[src/include/intc_pkg.sv]
// Shared constants and types for the prioritised interrupt logic
// How it works
// RQ1 - External pins trigger on falling, rising, both edges
// RQ2 - External flags auto-clear when their vector is taken
// RQ3 - Timer match sets its timer request flag
// RQ4 - Finished conversion sets the converter flag
// RQ5 - Watchdog match flags only when reset-select is 0
// RQ6 - Interval counter overflow sets interval flag
// RQ7 - Master, enable and flag gate each maskable source
// RQ8 - Disabled source is never accepted
// RQ9 - Clear master enable blocks all maskable sources
// RQ10 - Fixed priority from pin a down to interval
// RQ11 - Each source has its own fixed vector address
// RQ12 - Acceptance clears master, pushes return and status
// RQ13 - Software clears flag before enabling master again
// RQ14 - Software reads and writes every request flag
// RQ15 - Flag held until taken; acceptance takes eight periods
// RQ16 - Edge-select setting picks each pin's active edge
// RQ17 - Simultaneous requests resolved by higher priority first
// RQ18 - Acceptance clears taken flag, three stack pushes
// RQ19 - One request out with winning source's vector
package intc_pkg;
    localparam int NUM_SRC = 7;
    // Source index equals priority order, 0 is highest
    localparam int SRC_EXT_A = 0;
    localparam int SRC_EXT_B = 1;
    localparam int SRC_TIMER_A = 2;
    localparam int SRC_TIMER_B = 3;
    localparam int SRC_CONV = 4;
    localparam int SRC_WDOG = 5;
    localparam int SRC_INTERVAL = 6;
    // Master enable position in the status word
    localparam int MASTER_EN_BIT = 2;
    localparam logic [15:0] VEC_RESET = 16'hfffe;
    localparam logic [15:0] VEC_EXT_A = 16'hfffa;
    localparam logic [15:0] VEC_EXT_B = 16'hfff8;
    localparam logic [15:0] VEC_TIMER_A = 16'hfff6;
    localparam logic [15:0] VEC_TIMER_B = 16'hfff4;
    localparam logic [15:0] VEC_CONV = 16'hffec;
    localparam logic [15:0] VEC_WDOG = 16'hffea;
    localparam logic [15:0] VEC_INTERVAL = 16'hffe8;
    localparam logic [6:0] FLAGS_RESET = 7'h00;
    // One oscillator period is one clock here
    localparam int ACCEPT_OSC_PERIODS = 8;
    localparam int CLOCKS_PER_OSC = 1;
    localparam int ACCEPT_CYCLES = ACCEPT_OSC_PERIODS * CLOCKS_PER_OSC;
    localparam logic [2:0] ACCEPT_LAST = 3'(ACCEPT_CYCLES - 1);
    localparam logic [2:0] PUSH_FIRST = 3'h1;
    localparam logic [2:0] PUSH_LAST = 3'h3;
    typedef enum logic [1:0] {EDGE_OFF, EDGE_FALL, EDGE_RISE, EDGE_BOTH} edge_mode_e;
    typedef enum logic {ST_IDLE, ST_ACCEPT} accept_state_e;

    function automatic logic [15:0] vector_of(input logic [2:0] src);
        logic [15:0] v;
        v = VEC_INTERVAL;
        unique case (src)
            3'h0: v = VEC_EXT_A;
            3'h1: v = VEC_EXT_B;
            3'h2: v = VEC_TIMER_A;
            3'h3: v = VEC_TIMER_B;
            3'h4: v = VEC_CONV;
            3'h5: v = VEC_WDOG;
            default: v = VEC_INTERVAL;
        endcase
        return v;
    endfunction
endpackage

[src/include/edge_detect_if.sv]
// Pin, edge mode and detected event between top and edge detector
`timescale 1ns/1ps
`default_nettype none
interface edge_detect_if;
    import intc_pkg::*;
    logic pin;
    edge_mode_e mode;
    logic hit;
    modport det (input pin, input mode, output hit);
    modport user (output pin, output mode, input hit);
endinterface
`default_nettype wire

[src/rtl/ext_edge_detect.sv]
// Edge detector for one external interrupt pin
`timescale 1ns/1ps
`default_nettype none
module ext_edge_detect
    import intc_pkg::*;
(
    input wire logic clock_i,
    input wire logic reset_i,
    edge_detect_if.det ed
);
    logic prev_ff;
    logic primed_ff;
    logic rise;
    logic fall;

    // First sample after reset is not an edge
    always_ff @(posedge clock_i)
    begin
        if (reset_i)
        begin
            prev_ff <= 1'b0;
            primed_ff <= 1'b0;
        end
        else
        begin
            prev_ff <= ed.pin;
            primed_ff <= 1'b1;
        end
    end

    assign rise = primed_ff && !prev_ff && ed.pin;
    assign fall = primed_ff && prev_ff && !ed.pin;
    // RQ1 edge mode select
    assign ed.hit = (rise && (ed.mode == EDGE_RISE || ed.mode == EDGE_BOTH))
        || (fall && (ed.mode == EDGE_FALL || ed.mode == EDGE_BOTH));
endmodule
`default_nettype wire

[src/rtl/prioritized_interrupt_logic.sv]
// Interrupt flags, masking, priority and acceptance sequencer
`timescale 1ns/1ps
`default_nettype none
module prioritized_interrupt_logic
    import intc_pkg::*;
(
    input wire logic clock_i,
    input wire logic reset_i,
    input wire logic ext_irq_pin_a_i,
    input wire logic ext_irq_pin_b_i,
    input wire logic [3:0] edge_select_reg_i,
    input wire logic timer_a_match_i,
    input wire logic timer_b_match_i,
    input wire logic conv_done_i,
    input wire logic watchdog_match_i,
    input wire logic watchdog_reset_select_i,
    input wire logic interval_overflow_i,
    input wire logic [6:0] enable_flags_i,
    input wire logic [7:0] status_word_i,
    input wire logic [15:0] return_pc_i,
    input wire logic instr_done_i,
    input wire logic flags_wr_i,
    input wire logic [6:0] flags_wr_data_i,
    output logic [6:0] request_flags_o,
    output logic irq_req_o,
    output logic [15:0] irq_vector_o,
    output logic accepting_o,
    output logic master_enable_clr_o,
    output logic stack_push_o,
    output logic [7:0] stack_data_o,
    output logic pc_load_o,
    output logic [15:0] pc_vector_o
);
    logic [6:0] flags_ff;
    logic [6:0] nxt_flags;
    logic [6:0] set_vec;
    logic [6:0] armed;
    logic [2:0] win_idx;
    logic any_armed;
    logic master_en;
    logic start;
    accept_state_e state_ff;
    logic [2:0] step_ff;
    logic [2:0] src_ff;
    logic [15:0] ret_pc_ff;
    logic [7:0] psw_ff;
    logic clr_ff;
    logic push_ff;
    logic load_ff;
    logic [7:0] push_data_ff;
    logic [15:0] pc_vec_ff;

    edge_detect_if pin_a_if ();
    edge_detect_if pin_b_if ();

    // RQ16 edge select fields
    assign pin_a_if.pin = ext_irq_pin_a_i;
    assign pin_a_if.mode = edge_mode_e'(edge_select_reg_i[1:0]);
    assign pin_b_if.pin = ext_irq_pin_b_i;
    assign pin_b_if.mode = edge_mode_e'(edge_select_reg_i[3:2]);

    ext_edge_detect u_edge_a (
        .clock_i(clock_i),
        .reset_i(reset_i),
        .ed(pin_a_if)
    );

    ext_edge_detect u_edge_b (
        .clock_i(clock_i),
        .reset_i(reset_i),
        .ed(pin_b_if)
    );

    always_comb
    begin
        set_vec = '0;
        // RQ1 pin events
        set_vec[SRC_EXT_A] = pin_a_if.hit;
        set_vec[SRC_EXT_B] = pin_b_if.hit;
        // RQ3 timer matches
        set_vec[SRC_TIMER_A] = timer_a_match_i;
        set_vec[SRC_TIMER_B] = timer_b_match_i;
        // RQ4 conversion done
        set_vec[SRC_CONV] = conv_done_i;
        // RQ5 watchdog as interrupt only
        set_vec[SRC_WDOG] = watchdog_match_i && !watchdog_reset_select_i;
        // RQ6 interval overflow
        set_vec[SRC_INTERVAL] = interval_overflow_i;
    end

    always_comb
    begin
        nxt_flags = flags_ff;
        // RQ14 software write
        if (flags_wr_i)
        begin
            nxt_flags = flags_wr_data_i;
        end
        // RQ18 taken flag cleared, also RQ2 for pins
        if (clr_ff)
        begin
            nxt_flags[src_ff] = 1'b0;
        end
        // RQ15 held until cleared; new events win
        nxt_flags = nxt_flags | set_vec;
    end

    always_ff @(posedge clock_i)
    begin
        if (reset_i)
        begin
            flags_ff <= FLAGS_RESET;
        end
        else
        begin
            flags_ff <= nxt_flags;
        end
    end

    assign master_en = status_word_i[MASTER_EN_BIT];
    // RQ7 RQ8 RQ9 three-way gating
    assign armed = master_en ? (flags_ff & enable_flags_i) : 7'h00;
    assign any_armed = |armed;

    // RQ10 RQ17 lowest index wins
    always_comb
    begin
        win_idx = 3'(SRC_INTERVAL);
        for (int i = NUM_SRC - 1; i >= 0; i--)
        begin
            if (armed[i])
            begin
                win_idx = 3'(i);
            end
        end
    end

    // RQ19 single request with vector; RQ11 table
    assign irq_req_o = any_armed && (state_ff == ST_IDLE);
    assign irq_vector_o = vector_of(win_idx);
    assign request_flags_o = flags_ff;
    assign start = irq_req_o && instr_done_i;
    assign accepting_o = (state_ff == ST_ACCEPT);

    // RQ15 acceptance window after instruction end
    always_ff @(posedge clock_i)
    begin
        if (reset_i)
        begin
            state_ff <= ST_IDLE;
            step_ff <= 3'h0;
        end
        else
        begin
            unique case (state_ff)
                ST_IDLE:
                begin
                    step_ff <= 3'h0;
                    if (start)
                    begin
                        state_ff <= ST_ACCEPT;
                    end
                end
                ST_ACCEPT:
                begin
                    step_ff <= step_ff + 3'h1;
                    if (step_ff == ACCEPT_LAST)
                    begin
                        state_ff <= ST_IDLE;
                    end
                end
            endcase
        end
    end

    // Snapshot so a change in the core cannot tear the frame
    always_ff @(posedge clock_i)
    begin
        if (reset_i)
        begin
            src_ff <= 3'h0;
            ret_pc_ff <= 16'h0000;
            psw_ff <= 8'h00;
        end
        else if (start)
        begin
            src_ff <= win_idx;
            ret_pc_ff <= return_pc_i;
            psw_ff <= status_word_i;
        end
    end

    // RQ12 clear master, push, load vector
    always_ff @(posedge clock_i)
    begin
        if (reset_i)
        begin
            clr_ff <= 1'b0;
            push_ff <= 1'b0;
            load_ff <= 1'b0;
            push_data_ff <= 8'h00;
            pc_vec_ff <= VEC_RESET;
        end
        else
        begin
            clr_ff <= start;
            // RQ18 three pushes, one stack step each
            push_ff <= accepting_o && (step_ff < PUSH_LAST);
            unique case (step_ff)
                3'h0: push_data_ff <= ret_pc_ff[15:8];
                3'h1: push_data_ff <= ret_pc_ff[7:0];
                default: push_data_ff <= psw_ff;
            endcase
            load_ff <= accepting_o && (step_ff == ACCEPT_LAST - 3'h1);
            if (accepting_o && step_ff == ACCEPT_LAST - 3'h1)
            begin
                pc_vec_ff <= vector_of(src_ff);
            end
        end
    end

    assign master_enable_clr_o = clr_ff;
    assign stack_push_o = push_ff;
    assign stack_data_o = push_data_ff;
    assign pc_load_o = load_ff;
    assign pc_vector_o = pc_vec_ff;
endmodule
`default_nettype wire

[config.mk]
export PLATFORM = sky130hd
export DESIGN_NAME = prioritized_interrupt_logic
export DESIGN_NICKNAME = d
export VERILOG_FILES = /design/src/include/intc_pkg.sv /design/src/include/edge_detect_if.sv /design/src/rtl/ext_edge_detect.sv /design/src/rtl/prioritized_interrupt_logic.sv
export SDC_FILE = /design/constraint.sdc
export NUM_CORES = 1
export LEC_CHECK = 0
export ABC_AREA = 1
export BUFFER_PORTS_ARGS = -buffer_cell sky130_fd_sc_hd__buf_4
export CAP_MARGIN = 10
export CORE_UTILIZATION = 26
export CTS_CLUSTER_SIZE = 10
export DETAILED_ROUTE_END_ITERATION = 10
export PLACE_DENSITY = 0.55
export SYNTH_ARGS = -nofsm -noshare
export SYNTH_HDL_FRONTEND = slang
export SYNTH_HIERARCHICAL = 1
export SYNTH_SLANG_ARGS = --single-unit
[constraint.sdc]
create_clock -name clock_i -period 1.99 [get_ports clock_i]
set_input_delay 0.199 -clock clock_i [delete_from_list [all_inputs] [get_ports clock_i]]
set_output_delay 0.199 -clock clock_i [all_outputs]
set_load 0.02 [all_outputs]
==> reports/metrics.cfg <==
[routing]
detail_route.first_pass.iterations=4
antenna_left=0
wl_per_cell_um=11.02
drc=0
vias=2364
drt_iter0_markers=62
wl_um=6589
viasPerCell=3.953

[placement]
gp_congestion=0.7861
dpl_cell_area_sq_um=3327
port_buffers=81
hpwl_um=4839
place_inst=582

[clock_network]
htree_levels=3
cts_setup_buffers=0
clock_sinks=57
cts_buffers=9
root_buffer=clkbuf_8
insertion_delay_ps=330
hold_buffers=0
path_clk_slew_ps=70
tritoncts=yes
cts_buffer_depth=2
cts-resized-gates=0

[critical_path]
cp.arrival_ps=1590
cp_common_cell=nand2_1
rr_endpoint=stack_data_o[6]
startpoint=request_flags_o[5]
critPathBufInv=2
crit_required_ps=1790
critical-path-top-delay-family=flip-flops
critPathMaxFanout=4
r2r_start=step_ff[0]
cp-start-kind=flop
worst-setup-path-type=flop to output pin
path_cells=inv_1, nor2_1, nand2_1, nand2_1, nand2_1, a21oi_2, nand2_1, o21ai_0, buf_4
critPathMaxStageDelay_ps=360
cpMaxStageDelayCell=dfxtp_1
worst_setup_path_end_kind=output pin
r2r_slack_ps=370
rr_worst_depth=8

[sta]
setup_viol=0
drv_slew=0
maxSlewHeadroom_pct=64.40
period_needed_ps=1785
tightest_slew_ps=533.5
layout_worst_path_cycle_share_pct=89.72
rsz0062_at_grt=false
fin_setup_tns_ps=0
final-hold-violation-count=0
fmax_mhz=560.1
skew_ps=9.059

[die]
design.core.area_sq_um=9910
die_x_um=103.9
fp.dieH_um=103.9
die_area_sq_um=10790
initial_utilization_pct=27.23
io_pins=106
rows=36

[synth]
ys_async_sr_fraction_pct=0
synthesis.area_sq_um=2699
ys_seq_area_share_pct=42.28
yosysTopAreaCell=dfxtp_1
syn_area_per_cell_sq_um=7.121
ys.flop_type=dfxtp_1
synthTopCellsByArea=dfxtp_1, nand2_1, nor2_1
synth_common_cells=nand2_1, nor2_1, inv_1
synth_cells=379
ys_ff_latch=57
synth_top_area_share_pct=42.28
synth_cell_type_count=26
synth_edf_count=0
ys_warn_count=6
yosysMostFrequentCell=nand2_1

[grt]
first_global_vias=2291
grt_max_degree=35
overflow=0
track_usage_pct=12.82
grt_pass1_wl_um=11050
antenna_found_initial=0

[cells_and_area]
nets=519
fin_area_sq_um=3558
final_cells=598
drive_gt1_share_pct=24.52
multiInputGateArea_sq_um=1166
post-route-util_pct=35.91
nFillCells=1100
diodes=0
syn_to_final_growth_pct=31.85
register_area_sq_um=1141

[worst_hold_path]
min_path_type=input pin to flop
hold_end=ret_pc_ff[11]
min_path_cells=3
holdCritStartpoint=return_pc_i[11]

[outcome]
outcome=finished clean

[pwr]
combinationalPowerShare_pct=18.8
p_per_area_nw_per_um2=860.9
ir_worst_vdd_mv=0.2922
swShare_pct=28.09
p_leak_nw=1.834
p_seq_share_pct=41.9
p_sw_w=0.0008604
clkPwrFrac_pct=39.3
p_int_w=0.002203

[flow_run]
maxCapViolations=0

## tightest hold or removal path: stages
cell and delay [ps]:
buf_4 80, nor2_1 30, nor2_1 80
## cell type report
cell class	count	area share (%)
inverter	59	6.224
clock buffer	11	3.973
timing repair buffer	84	18.07
tap	133	4.677
clock inverter	5	2.215
sequential	57	32.07
multi-input combinational	249	32.77
## power groups by stage
stage	logic (W)	clock network [W]	registers [W]
6_report	0.000575	0.00120	0.00128
5_1_grt	0.000654	0.00130	0.00129
4_1_cts	0.000576	0.00124	0.00128
3_5_place_dp	0.000574	0	0.00131
3_3_place_gp	0.000569	0	0.00131
2_1_floorplan	0.000375	0	0.00133
## flip-flops by register name (all words and copies together) (netlist names), 3 cells and up
name and count:
pc_vector_o 4, stack_data_o 8, psw_ff 8, ret_pc_ff 16, src_ff 3, request_flags_o 7, step_ff 3
## metal layers
layer	GRT usage (%)	vias up	wire (um)
met4	3.061	0	51
met2	21.43	83	3041
li1	-	1276	-
met1	15.55	1000	3052
met5	0	-	0
met3	4.762	5	444
## per-stage QoR
| stage | total power [W] | hold slack (ps) | worst slack (ps) |
|---|---|---|---|
| finish | 0.003063 | 82.50 | 204.5 |
| global route | 0.003247 | 69.44 | 19.45 |
| CTS | 0.003100 | 71.60 | 101.3 |
| detailed placement | 0.001883 | 427.0 | 355.4 |
| global placement | 0.001879 | 423.0 | 437.9 |
| floorplan | 0.001706 | 255.5 | 301.4 |
## cell usage in the layout, fill, tap and decap left out, types with 2 or more instances in the layout
master | Yosys | layout
o221ai_1 | 2 | 2
ha_1 | 5 | 5
o22ai_1 | 6 | 6
dfxtp_1 | 57 | 57
nand2_1 | 87 | 87
nand2_2 | 3 | 3
a21oi_1 | 18 | 17
clkbuf_8 | 0 | 10
bufinv_16 | 0 | 2
clkinv_2 | 0 | 2
inv_1 | 59 | 59
nor2_1 | 68 | 67
conb_1 | 2 | 24
buf_4 | 26 | 83
nand4_1 | 4 | 4
a31oi_1 | 4 | 4
o21ai_0 | 10 | 9
mux2_2 | 4 | 4
nand3_1 | 6 | 5
nand3_2 | 3 | 4
## cells by family (layout without fill, tap and decap cells)
group / Yosys count / in the layout / share of synthesized area (%)
AND/OR/NAND/NOR: 173 / 173 / 26.47
buffers and inverters: 95 / 159 / 17.99
flip-flops: 57 / 57 / 42.28
AO/OA/AOI/OAI: 43 / 43 / 8.995
adder cells (fa/ha/maj): 5 / 5 / 2.318
multiplexers: 4 / 4 / 1.669
other: 2 / 24 / 0.2783
## worst max-delay path by stage
stage / endpoint / slack (ps) / depth (start not counted)
after floorplan: irq_vector_o[2] / 300 / 7
after global placement: psw_ff[3] / 440 / 8
after detailed placement: stack_data_o[6] / 360 / 8
after CTS: irq_vector_o[2] / 100 / 8
after global routing: irq_vector_o[1] / 20 / 9
final: irq_vector_o[1] / 200 / 9
Note: power is estimated with default switching activity, not from simulation.
